--- config.mk ---
export PLATFORM = sky130hd
export DESIGN_NAME = cpm_clock_path
export DESIGN_NICKNAME = d
export VERILOG_FILES = /design/src/verilog/cpm_pkg.sv /design/src/verilog/cpm_clock_path.sv
export SDC_FILE = /design/constraint.sdc
export NUM_CORES = 1
export LEC_CHECK = 0
export ABC_AREA = 0
export BUFFER_PORTS_ARGS = -buffer_cell sky130_fd_sc_hd__buf_2
export CAP_MARGIN = 20
export CORE_ASPECT_RATIO = 0.7
export CORE_MARGIN = 2
export CORE_UTILIZATION = 30
export DETAILED_ROUTE_END_ITERATION = 7
export SLEW_MARGIN = 10
export SYNTH_ARGS = -nofsm -noshare
export SYNTH_HDL_FRONTEND = slang
export SYNTH_SLANG_ARGS = --single-unit
export TNS_END_PERCENT = 50
--- constraint.sdc ---
create_clock -name ref_clk -period 3.9 [get_ports ref_clk]
set_clock_uncertainty 0.1 [all_clocks]
set_input_delay 0 -clock ref_clk [delete_from_list [all_inputs] [get_ports ref_clk]]
set_output_delay 0 -clock ref_clk [all_outputs]
set_load 0.005 [all_outputs]
--- src/verilog/cpm_pkg.sv ---
/*
  Package for the clock path mode configuration block: register addresses,
  field positions, reset values and decoded mode types.
  Assumes a byte-wide register port with a 10-bit address space.
*/
package cpm_pkg;
  localparam int ADDR_W = 10;
  localparam int DATA_W = 8;
  // Register addresses
  localparam logic [9:0] ADDR_PLL_CTRL = 10'h010;
  localparam logic [9:0] ADDR_CAL_REF = 10'h018;
  localparam logic [9:0] ADDR_REF_EN = 10'h01C;
  localparam logic [9:0] ADDR_OSC_DIV = 10'h1E0;
  localparam logic [9:0] ADDR_SRC_SEL = 10'h1E1;
  localparam logic [9:0] ADDR_UPDATE = 10'h232;
  // Field positions
  localparam int PLL_PWR_LSB = 0;
  localparam int PFD_POL_BIT = 7;
  localparam int CAL_BIT = 0;
  localparam int SRC_OSC_BIT = 1;
  localparam int DIV_BYP_BIT = 0;
  localparam int UPDATE_BIT = 0;
  // Field encodings
  localparam logic [1:0] PLL_PWR_NORMAL = 2'h0;
  localparam logic [1:0] PLL_PWR_DOWN = 2'h1;
  // Reset values
  localparam logic [7:0] RST_PLL_CTRL = 8'h01;
  localparam logic [7:0] RST_CAL_REF = 8'h00;
  localparam logic [7:0] RST_REF_EN = 8'h00;
  localparam logic [7:0] RST_OSC_DIV = 8'h00;
  localparam logic [7:0] RST_SRC_SEL = 8'h00;
  // Calibration sequencer length in cycles
  localparam logic [7:0] CAL_CYCLES = 8'h40;
  localparam logic [2:0] DIV_RATIO_MAX = 3'h6;
  // Calibration sequencer states, Gray coded from idle through run to done
  typedef enum logic [1:0]
  {
    CPM_CAL_IDLE = 2'b00,
    CPM_CAL_RUN = 2'b01,
    CPM_CAL_DONE = 2'b11
  } cpm_cal_type;
endpackage

--- src/verilog/cpm_clock_path.sv ---
/*
  Clock path mode configuration: shadow and active registers, decoded path
  controls and the oscillator calibration sequencer.
  Assumes a synchronous byte register port already decoded from the serial
  control port, and a nonvolatile store that presents its image at load.
*/
`timescale 1ns/1ps
// How it works
// PLL power field 00 runs the PLL and 01 puts it in power-down.
// Source bit one routes the internal oscillator, zero the external clock.
// Bypass bit zero uses the oscillator divider, one bypasses it.
// Divider field sets divide one to six, with code 000 dividing by two.
// Polarity bit zero gives positive, one negative phase detector polarity.
// Reset leaves PLL down, divider 000, divider in use and external clock.
// Calibration runs when the calibration bit is one and update is written.
// Software clears the bit and updates before any later recalibration.
// Software keeps channel divider input at or below 1600 MHz.
// Reference inputs are enabled by a three-bit field and start disabled.
// PLL on with external clock powers off the internal oscillator.
// Distribution through the divider accepts inputs up to 2400 MHz.
// A stored nonvolatile image may load the registers without host writes.
// Writes land in shadow storage and take effect on the update strobe.
module cpm_clock_path
(
  // Clock, reset, enable
  input wire logic ref_clk,
  input wire logic reset_n,
  input wire logic clk_en,
  // Register port
  input wire logic reg_wr,
  input wire logic reg_rd,
  input wire logic [cpm_pkg::ADDR_W-1:0] reg_addr,
  input wire logic [cpm_pkg::DATA_W-1:0] reg_wdata,
  output logic [cpm_pkg::DATA_W-1:0] reg_rdata,
  output logic reg_rvalid,
  // Nonvolatile image load
  input wire logic nvm_load,
  input wire logic [cpm_pkg::DATA_W-1:0] nvm_pll_ctrl,
  input wire logic [cpm_pkg::DATA_W-1:0] nvm_ref_en,
  input wire logic [cpm_pkg::DATA_W-1:0] nvm_osc_div,
  input wire logic [cpm_pkg::DATA_W-1:0] nvm_src_sel,
  // Path controls
  output logic pll_power_down,
  output logic pfd_negative,
  output logic src_internal_osc,
  output logic div_bypass,
  output logic [2:0] div_ratio,
  output logic [2:0] ref_enable,
  output logic osc_power_on,
  output logic prescaler_from_ext,
  output logic cal_busy,
  output logic cal_start
);
  import cpm_pkg::*;

  logic [7:0] sh_pll_r, sh_cal_r, sh_ref_r, sh_div_r, sh_src_r;
  logic [7:0] sh_pll_nxt, sh_cal_nxt, sh_ref_nxt, sh_div_nxt, sh_src_nxt;
  logic [7:0] ac_pll_r, ac_cal_r, ac_ref_r, ac_div_r, ac_src_r;
  logic [7:0] ac_pll_nxt, ac_cal_nxt, ac_ref_nxt, ac_div_nxt, ac_src_nxt;
  logic [7:0] rdata_r, rdata_nxt;
  logic rvalid_r, rvalid_nxt;
  cpm_cal_type cal_r, cal_nxt;
  logic [7:0] cal_cnt_r, cal_cnt_nxt;
  logic update_hit;
  logic cal_go;

  // Divider code to ratio: 000 gives two, 001..101 give one, three..six
  function automatic logic [2:0] div_decode(input logic [2:0] code);
    logic [2:0] r;
    r = 3'h2;
    case (code)
      3'h1: r = 3'h1;
      3'h2: r = 3'h3;
      3'h3: r = 3'h4;
      3'h4: r = 3'h5;
      3'h5: r = 3'h6;
      default: r = 3'h2;
    endcase
    return r;
  endfunction

  // Update strobe write
  assign update_hit = reg_wr && (reg_addr == ADDR_UPDATE) && reg_wdata[UPDATE_BIT];

  // Calibration is started by an update that carries the calibration bit
  assign cal_go = update_hit && sh_cal_r[CAL_BIT];

  // Shadow and active register next values
  always_comb
  begin
    sh_pll_nxt = sh_pll_r;
    sh_cal_nxt = sh_cal_r;
    sh_ref_nxt = sh_ref_r;
    sh_div_nxt = sh_div_r;
    sh_src_nxt = sh_src_r;
    ac_pll_nxt = ac_pll_r;
    ac_cal_nxt = ac_cal_r;
    ac_ref_nxt = ac_ref_r;
    ac_div_nxt = ac_div_r;
    ac_src_nxt = ac_src_r;
    if (nvm_load)
    begin
      // Stored image goes straight to shadow and active copies, see
      sh_pll_nxt = nvm_pll_ctrl;
      sh_ref_nxt = nvm_ref_en;
      sh_div_nxt = nvm_osc_div;
      sh_src_nxt = nvm_src_sel;
      ac_pll_nxt = nvm_pll_ctrl;
      ac_ref_nxt = nvm_ref_en;
      ac_div_nxt = nvm_osc_div;
      ac_src_nxt = nvm_src_sel;
    end
    else if (reg_wr)
    begin
      // Host writes reach shadow storage; only an update write reaches the active set, see
      if (reg_addr == ADDR_PLL_CTRL)
        sh_pll_nxt = reg_wdata;
      else if (reg_addr == ADDR_CAL_REF)
        sh_cal_nxt = reg_wdata;
      else if (reg_addr == ADDR_REF_EN)
        sh_ref_nxt = reg_wdata;
      else if (reg_addr == ADDR_OSC_DIV)
        sh_div_nxt = reg_wdata;
      else if (reg_addr == ADDR_SRC_SEL)
        sh_src_nxt = reg_wdata;
      else if (update_hit)
      begin
        // Transfer all shadows to the active set, see
        ac_pll_nxt = sh_pll_r;
        ac_cal_nxt = sh_cal_r;
        ac_ref_nxt = sh_ref_r;
        ac_div_nxt = sh_div_r;
        ac_src_nxt = sh_src_r;
      end
    end
  end

  // Read data from the shadow set, cal_busy at the update address; unmapped addresses read zero
  always_comb
  begin
    rvalid_nxt = reg_rd;
    rdata_nxt = rdata_r;
    if (reg_rd)
    begin
      if (reg_addr == ADDR_PLL_CTRL)
        rdata_nxt = sh_pll_r;
      else if (reg_addr == ADDR_CAL_REF)
        rdata_nxt = sh_cal_r;
      else if (reg_addr == ADDR_REF_EN)
        rdata_nxt = sh_ref_r;
      else if (reg_addr == ADDR_OSC_DIV)
        rdata_nxt = sh_div_r;
      else if (reg_addr == ADDR_SRC_SEL)
        rdata_nxt = sh_src_r;
      else if (reg_addr == ADDR_UPDATE)
        rdata_nxt = {7'h00, cal_busy};
      else
        rdata_nxt = 8'h00;
    end
  end

  // Calibration sequencer next state
  always_comb
  begin
    cal_nxt = cal_r;
    cal_cnt_nxt = cal_cnt_r;
    case (cal_r)
      CPM_CAL_IDLE:
        if (cal_go)
        begin
          cal_nxt = CPM_CAL_RUN;
          cal_cnt_nxt = CAL_CYCLES;
        end
      CPM_CAL_RUN:
        if (cal_cnt_r == 8'h01)
          cal_nxt = CPM_CAL_DONE;
        else
          cal_cnt_nxt = cal_cnt_r - 8'h01;
      CPM_CAL_DONE:
        // Rearm only after software clears the calibration bit and updates
        if (update_hit && !sh_cal_r[CAL_BIT])
          cal_nxt = CPM_CAL_IDLE;
      default:
        cal_nxt = CPM_CAL_IDLE;
    endcase
  end

  // State registers; reset values give PLL down, external clock, see
  always_ff @(posedge ref_clk or negedge reset_n)
  begin
    if (!reset_n)
    begin
      sh_pll_r <= RST_PLL_CTRL;
      sh_cal_r <= RST_CAL_REF;
      sh_ref_r <= RST_REF_EN;
      sh_div_r <= RST_OSC_DIV;
      sh_src_r <= RST_SRC_SEL;
      ac_pll_r <= RST_PLL_CTRL;
      ac_cal_r <= RST_CAL_REF;
      ac_ref_r <= RST_REF_EN;
      ac_div_r <= RST_OSC_DIV;
      ac_src_r <= RST_SRC_SEL;
      rdata_r <= 8'h00;
      rvalid_r <= 1'b0;
      cal_r <= CPM_CAL_IDLE;
      cal_cnt_r <= 8'h00;
    end
    else if (clk_en)
    begin
      sh_pll_r <= sh_pll_nxt;
      sh_cal_r <= sh_cal_nxt;
      sh_ref_r <= sh_ref_nxt;
      sh_div_r <= sh_div_nxt;
      sh_src_r <= sh_src_nxt;
      ac_pll_r <= ac_pll_nxt;
      ac_cal_r <= ac_cal_nxt;
      ac_ref_r <= ac_ref_nxt;
      ac_div_r <= ac_div_nxt;
      ac_src_r <= ac_src_nxt;
      rdata_r <= rdata_nxt;
      rvalid_r <= rvalid_nxt;
      cal_r <= cal_nxt;
      cal_cnt_r <= cal_cnt_nxt;
    end
  end

  // Decoded path controls from the active set
  assign pll_power_down = (ac_pll_r[PLL_PWR_LSB +: 2] == PLL_PWR_DOWN);
  assign pfd_negative = ac_pll_r[PFD_POL_BIT];
  assign src_internal_osc = ac_src_r[SRC_OSC_BIT];
  // Bypass selects the raw source; zero keeps the divider, which takes 2400 MHz, see
  assign div_bypass = ac_src_r[DIV_BYP_BIT];
  assign div_ratio = div_decode(ac_div_r[2:0]);
  assign ref_enable = ac_ref_r[2:0];
  // External clock with PLL on: oscillator off, prescaler fed from outside
  assign osc_power_on = src_internal_osc;
  assign prescaler_from_ext = !src_internal_osc && !pll_power_down;
  assign cal_busy = (cal_r == CPM_CAL_RUN);
  assign cal_start = cal_go && (cal_r == CPM_CAL_IDLE) && clk_en;
  assign reg_rdata = rdata_r;
  assign reg_rvalid = rvalid_r;

  // Assertions
  a_shadow_hold: assert property (@(posedge ref_clk) disable iff (!reset_n)
    (clk_en && reg_wr && reg_addr == ADDR_SRC_SEL && !nvm_load) |=> $stable(ac_src_r))
    else $error("active source changed on a plain write");
  a_update_apply: assert property (@(posedge ref_clk) disable iff (!reset_n)
    (clk_en && update_hit && !nvm_load) |=> ac_pll_r == $past(sh_pll_r))
    else $error("update did not copy shadow");
  a_pll_down_dec: assert property (@(posedge ref_clk) disable iff (!reset_n)
    pll_power_down == (ac_pll_r[1:0] == 2'h1))
    else $error("pll power decode wrong");
  a_src_route: assert property (@(posedge ref_clk) disable iff (!reset_n)
    src_internal_osc == ac_src_r[1])
    else $error("source select wrong");
  a_bypass_route: assert property (@(posedge ref_clk) disable iff (!reset_n)
    div_bypass == ac_src_r[0])
    else $error("bypass select wrong");
  a_div_zero: assert property (@(posedge ref_clk) disable iff (!reset_n)
    (ac_div_r[2:0] == 3'h0) |-> div_ratio == 3'h2)
    else $error("code zero not divide by two");
  a_pfd_pol: assert property (@(posedge ref_clk) disable iff (!reset_n)
    pfd_negative == ac_pll_r[7])
    else $error("polarity wrong");
  a_cal_start: assert property (@(posedge ref_clk) disable iff (!reset_n)
    cal_start |=> cal_busy [*8])
    else $error("calibration did not run");
  a_cal_rearm: assert property (@(posedge ref_clk) disable iff (!reset_n)
    (cal_r == CPM_CAL_DONE && cal_go) |=> cal_r != CPM_CAL_RUN)
    else $error("recalibration without clear");
  a_ext_osc_off: assert property (@(posedge ref_clk) disable iff (!reset_n)
    (!src_internal_osc && !pll_power_down) |-> (!osc_power_on && prescaler_from_ext))
    else $error("oscillator not off on external path");
  a_ref_en: assert property (@(posedge ref_clk) disable iff (!reset_n)
    ref_enable == ac_ref_r[2:0])
    else $error("reference enable wrong");
  // Transfer, load, sequencer and path decode checks
  a_update_ref: assert property (@(posedge ref_clk) disable iff (!reset_n)
    (clk_en && update_hit && !nvm_load) |=> ac_ref_r == $past(sh_ref_r))
    else $error("update did not copy reference shadow");
  a_update_src: assert property (@(posedge ref_clk) disable iff (!reset_n)
    (clk_en && update_hit && !nvm_load) |=> ac_src_r == $past(sh_src_r))
    else $error("update did not copy source shadow");
  a_update_div: assert property (@(posedge ref_clk) disable iff (!reset_n)
    (clk_en && update_hit && !nvm_load) |=> ac_div_r == $past(sh_div_r))
    else $error("update did not copy divider shadow");
  a_nvm_apply: assert property (@(posedge ref_clk) disable iff (!reset_n)
    (clk_en && nvm_load) |=> ac_div_r == $past(nvm_osc_div))
    else $error("stored image not applied");
  a_cal_finish: assert property (@(posedge ref_clk) disable iff (!reset_n)
    $fell(cal_busy) |-> cal_r == CPM_CAL_DONE)
    else $error("calibration ended outside done");
  a_cal_clear: assert property (@(posedge ref_clk) disable iff (!reset_n)
    (clk_en && cal_r == CPM_CAL_IDLE && update_hit && !sh_cal_r[CAL_BIT]) |=> !cal_busy)
    else $error("calibration started with bit clear");
  a_osc_on_path: assert property (@(posedge ref_clk) disable iff (!reset_n)
    src_internal_osc |-> (osc_power_on && !prescaler_from_ext))
    else $error("oscillator path controls wrong");
  a_div_range: assert property (@(posedge ref_clk) disable iff (!reset_n)
    (div_ratio >= 3'h1) && (div_ratio <= DIV_RATIO_MAX))
    else $error("divider ratio out of range");

  c_cal_run: cover property (@(posedge ref_clk) cal_start ##[1:80] cal_r == CPM_CAL_DONE);
  c_pll_on: cover property (@(posedge ref_clk) $fell(pll_power_down));
  c_osc_path: cover property (@(posedge ref_clk) $rose(src_internal_osc));
  c_nvm: cover property (@(posedge ref_clk) nvm_load);
endmodule

== Word level (Yosys, flattened, before mapping) ==
Index checks and enable logic that the tools add are counted.

* Flip-flop bits (word level): 75
* Bits in latches: 0
* RAM bits: 0
* Bits in read-only memories: 0
* Output and inout port bits: 23
* Logic and storage cells: 134
* Memories: 0

* Add/sub/neg operators: 1
* Multipliers: 0
* Divide/modulo/power cells: 0
* $lt $le $gt $ge: 0
* Equal/unequal tests: 24
* Shift operators: 0
* Mux-type cells: 67
* Bitwise logic cells: 2
* Reductions and logical operators: 27

{| class="wikitable"
|+ Operator list
! cell !! count
|-
| 8-bit two-way mux || 36
|-
| 3-bit two-way mux || 16
|-
| 10-bit by 5-bit == test with 1-bit output (second input constant) || 3
|-
| 2-bit two-way mux || 11
|-
| 10-bit by 9-bit == test with 1-bit output (second input constant) || 2
|-
| 2-bit != test (second input constant) || 8
|-
| 8-bit one-hot mux with 2 select lines || 1
|-
| 3-bit one-hot mux with 5 select lines || 1
|-
| 2-bit nonzero test || 7
|-
| 10-bit == test (second input constant) || 1
|-
| 5-bit AND reduction || 2
|-
| 8-bit by 1-bit == test with 1-bit output (second input constant) || 1
|-
| 4-bit AND reduction || 2
|-
| 8-bit AND reduction || 1
|-
| 8-bit by 1-bit subtractor with 8-bit output (second input constant) || 1
|-
| 1-bit logical AND || 7
|-
| 7-bit AND reduction || 1
|-
| 3-bit by 2-bit == test with 1-bit output (second input constant) || 2
|-
| 3-bit == test (second input constant) || 2
|-
| 2-bit one-hot mux with 3 select lines || 1
|-
| 6-bit AND reduction || 1
|-
| 2-bit by 1-bit == test with 1-bit output (second input constant) || 2
|-
| 3-bit by 1-bit == test with 1-bit output (second input constant) || 1
|-
| 1-bit logical NOT || 3
|-
| 7 further kinds || 8
|}

== Depth between registers and ports, before layout ==
* Word-level depth: 11
* Depth in mapped cells: 8
* Depth with buffers taken out: 7

== Worst setup path after synthesis ==
Ideal clock, no wire load.

* Path type: register to register
* From: register cal_cnt_r[2]
* To: register cal_cnt_r[2]
* Setup time: 135 ps
* Data arrival time: 1813 ps
* Slack: 1852 ps
* Cell stages (with the launch flop): 6
* Path through: dfrtp_1 or4_1 o41a_1 o211ai_1 xor2_1 nor2_1

* Cells in the longest elaborated chain, start to end: 3

{| class="wikitable"
|+ Ends and longest elaborated chain
! item !! RTL line !! text
|-
| start: declaration || cpm_clock_path.sv:63 || <nowiki>logic [7:0] cal_cnt_r, cal_cnt_nxt;</nowiki>
|-
| start signal: assignment || cpm_clock_path.sv:223 || <nowiki>cal_cnt_r <= cal_cnt_nxt;</nowiki>
|-
| 8-bit by 1-bit subtractor with 8-bit output or 8-bit by 1-bit == test with 1-bit output (tied branches) || cpm_clock_path.sv:178, cpm_clock_path.sv:175 ||
|-
| 8-bit two-way mux or 2-bit != test (tied branches) || - ||
|-
| 8-bit one-hot mux with 2 select lines or 4-bit AND reduction (tied branches) || - ||
|}

Parallel ways exist; a longest one is shown, timed or not. The select of a mux whose other input is x is not followed.
A chain may end at the register's enable or synchronous reset.

== Final worst setup path ==
* From: input clk_en
* To: register sh_src_r[5]

* Cells in the longest elaborated chain, start to end: 1

{| class="wikitable"
|+ Ends and longest elaborated chain
! item !! RTL line !! text
|-
| start: declaration || cpm_clock_path.sv:28 || <nowiki>input wire logic clk_en,</nowiki>
|-
| 7-bit AND reduction (no source line) || - ||
|-
| end signal: assignment || cpm_clock_path.sv:214 || <nowiki>sh_src_r <= sh_src_nxt;</nowiki>
|-
| end: declaration || cpm_clock_path.sv:56 || <nowiki>logic [7:0] sh_pll_r, sh_cal_r, sh_ref_r, sh_div_r, sh_src_r;</nowiki>
|}

Every way passes these cells.

==> flow_metrics.tcl <==
set metrics [dict create \
    cp-end-kind "flip-flop" \
    ys_seq_area_share_pct 45.5 \
    fin_area_sq_um 5280 \
    setup-tns-final_ns 0 \
    holdPathEnd "reg_rdata[0]" \
    r2r_cells 5 \
    synth_area_sq_um 3850 \
    core_sq_um 12500 \
    grt_antenna_before_repair 0 \
    nNetsFinal 597 \
    powerDensity_nw_per_um2 424 \
    cts.sinks 70 \
    synth_common_cells "68 x dfrtp_1, 66 x nor2_1, 37 x nand2_1" \
    drt_iter0_markers 270 \
    cts_buffer_depth 2 \
    postCtsSetupBuffers 0 \
    async_flop_share_pct 100 \
    crit_type "in -> reg" \
    cap_violations 0 \
    grt_pass1_wl_microns 19100 \
    cts_buffers 9 \
    r2r_setup_slack_ns 1.67 \
    diodes 0 \
    rows 34 \
    power_uw 2240 \
    grt.overflow.total 0 \
    cts.repair.resized 0 \
    h-tree-depth 3 \
    maxSlewViolCount 0 \
    required_ns 4.02 \
    hold_depth 3 \
    finalWorstSetupSlack_ns 1.35 \
    fmax_mhz 393 \
    min_period_over_period_pct 65.3 \
    start_kind "primary input" \
    post-place-ws_ns 1.45 \
    drtPass1Iterations 5 \
    die-area_sq_um 13800 \
    avgViaCountPerCell 5.27 \
    grtUsageTotal_pct 17.8 \
    drc 0 \
    post-synth-top-area-cell "dfrtp_1" \
    path_clk_slew_ns 0.06 \
    stdcell_count 705 \
    fp.dieW_microns 139 \
    cts_tree "done" \
    pin_count 79 \
    area_delta_synth_final_pct 37.2 \
    worst_pin_slew_ns 0.887 \
    min_period_ns 2.55 \
    synth_nets 467 \
    place_area_sq_um 4350 \
    ir_worst_vdd_mv 0.205 \
    status "finished, final reports clean" \
    grt_max_degree 39 \
    die_h_microns 98.8 \
    ys.flop_type "dfrtp_1" \
    cts_hold_buf 59 \
    min_from "reg_rd" \
    grt_pass1_vias 3597 \
    synth_edf_count 0 \
    yosys_register_bits 70 \
    avgRoutedWirePerCell_microns 17.1 \
    layout-drive-gt1-share_pct 24.5 \
    hold_violations 0 \
    arrival_ns 2.67 \
    synth_most_common_cell "dfrtp_1" \
    hpwl_microns 8580 \
    timing.rr.end "cal_cnt_r[2]" \
    relSlewSlack_pct 40.8 \
    rsz0062_at_grt "no" \
    postSynthCellCount 408 \
    synth_top_area_share_pct 44.2 \
    avgSynthCellArea_sq_um 9.44 \
    initial_core_util_pct 30.9 \
    synthTopCellsByArea "dfrtp_1 44%, nor2_1 6.4%, o22ai_1 4.4%" \
    via_count 3712 \
    port_buffers 78 \
    r2r_start "cal_cnt_r[2]" \
    place.gp.congestion 0.933 \
    setup_viol 0 \
    yosys_warnings 0 \
    critPathMaxFanout 15 \
    antenna_left 0 \
    synth_cell_type_count 58 \
    p_leak_uw 0.00238 \
    clock_latency_ns 0.34 \
    clockRootBuffer "clkbuf_16" \
    hold_path_class "in -> reg" \
    finalWirelength_microns 12100 \
    dp.cells 629 \
]
[worst max path at each step]
stage,end,start,slack [ns],depth (start not counted)
2_1_floorplan,cal_cnt_r[2],cal_cnt_r[2],1.85,5
3_3_place_gp,sh_cal_r[4],reg_addr[8],1.53,6
3_5_place_dp,sh_cal_r[0],reg_addr[8],1.45,6
4_1_cts,sh_src_r[5],clk_en,1.48,7
5_1_grt,sh_src_r[5],clk_en,1.27,7
6_report,sh_src_r[5],clk_en,1.35,7
[metal layers]
metal	track usage (%)	up-vias	routed length [microns]
met4	5.13	0	184
li1	-	1764	-
met5	0	-	0
met3	5.05	17	714
met2	28.0	114	5380
met1	24.1	1817	5800
[layout by cell type, fill, tap and decap left out, types with 4 or more instances in the layout]
cell / n
nand2b_1: 4
o211ai_1: 5
and3_1: 4
a221o_1: 4
mux2i_1: 12
o221a_2: 10
dlygate4sd3_1: 59
a21oi_1: 15
nand2_1: 37
inv_1: 14
nor2b_1: 5
a22o_1: 4
buf_2: 78
nand3_1: 18
o21ai_0: 16
nor4_4: 5
nor2_1: 66
mux2_2: 11
o22ai_1: 27
dfrtp_1: 68
clkbuf_16: 9
nor3_1: 8
[kinds of logic after synthesis]
group | Yosys count | share of synthesized area, %
and+or+nand+nor | 174 | 24.0
xor gates and xnor gates | 4 | 0.910
muxes | 23 | 6.34
adders and majority gates | 3 | 0.975
buffers and inverters | 34 | 3.93
DFF | 70 | 45.5
AOI/OAI and AO/OA | 100 | 18.3
[metrics by stage]
step,hold WS (ns),util (%)
2_1_floorplan,-0.396,-
3_3_place_gp,0.0533,34.9
3_5_place_dp,0.0674,34.9
4_1_cts,0.0103,42.3
5_1_grt,0.0372,42.4
6_report,0.0257,42.4
[worst max-delay path, cell delays in order]
cell           delay [ns]
dlygate4sd3_1        0.52
buf_2                0.30
nand2_1              0.16
nor2_1               0.31
nand3_1              0.41
o221a_2              0.41
dlygate4sd3_1        0.56
[layout make-up]
| type | count | area [sq um] |
|---|---|---|
| Inverter | 14 | 52.6 |
| Tap cell | 162 | 203 |
| Clock buffer | 10 | 239 |
| Clock inverter | 6 | 85.1 |
| Multi-Input combinational cell | 304 | 1950 |
| Sequential cell | 70 | 1750 |
| Fill cell | 1202 | 7180 |
| Timing Repair Buffer | 139 | 1000 |
[sequential cells by signal, indices dropped and copies added (netlist names)]
signal      count
reg_rdata       8
sh_pll_r        8
sh_div_r        8
ac_pll_r        3
ac_div_r        3
reg_rvalid      1
sh_src_r        8
ac_src_r        2
sh_ref_r        8
cal_r           2
ac_ref_r        3
cal_cnt_r       8
sh_cal_r        8
[power breakdown]
group          internal, uW  switching [uW]
combinational           200             219
sequential              830            96.0
clock                   575             322
total                  1600             638
Power figures use the tool's default switching activity.
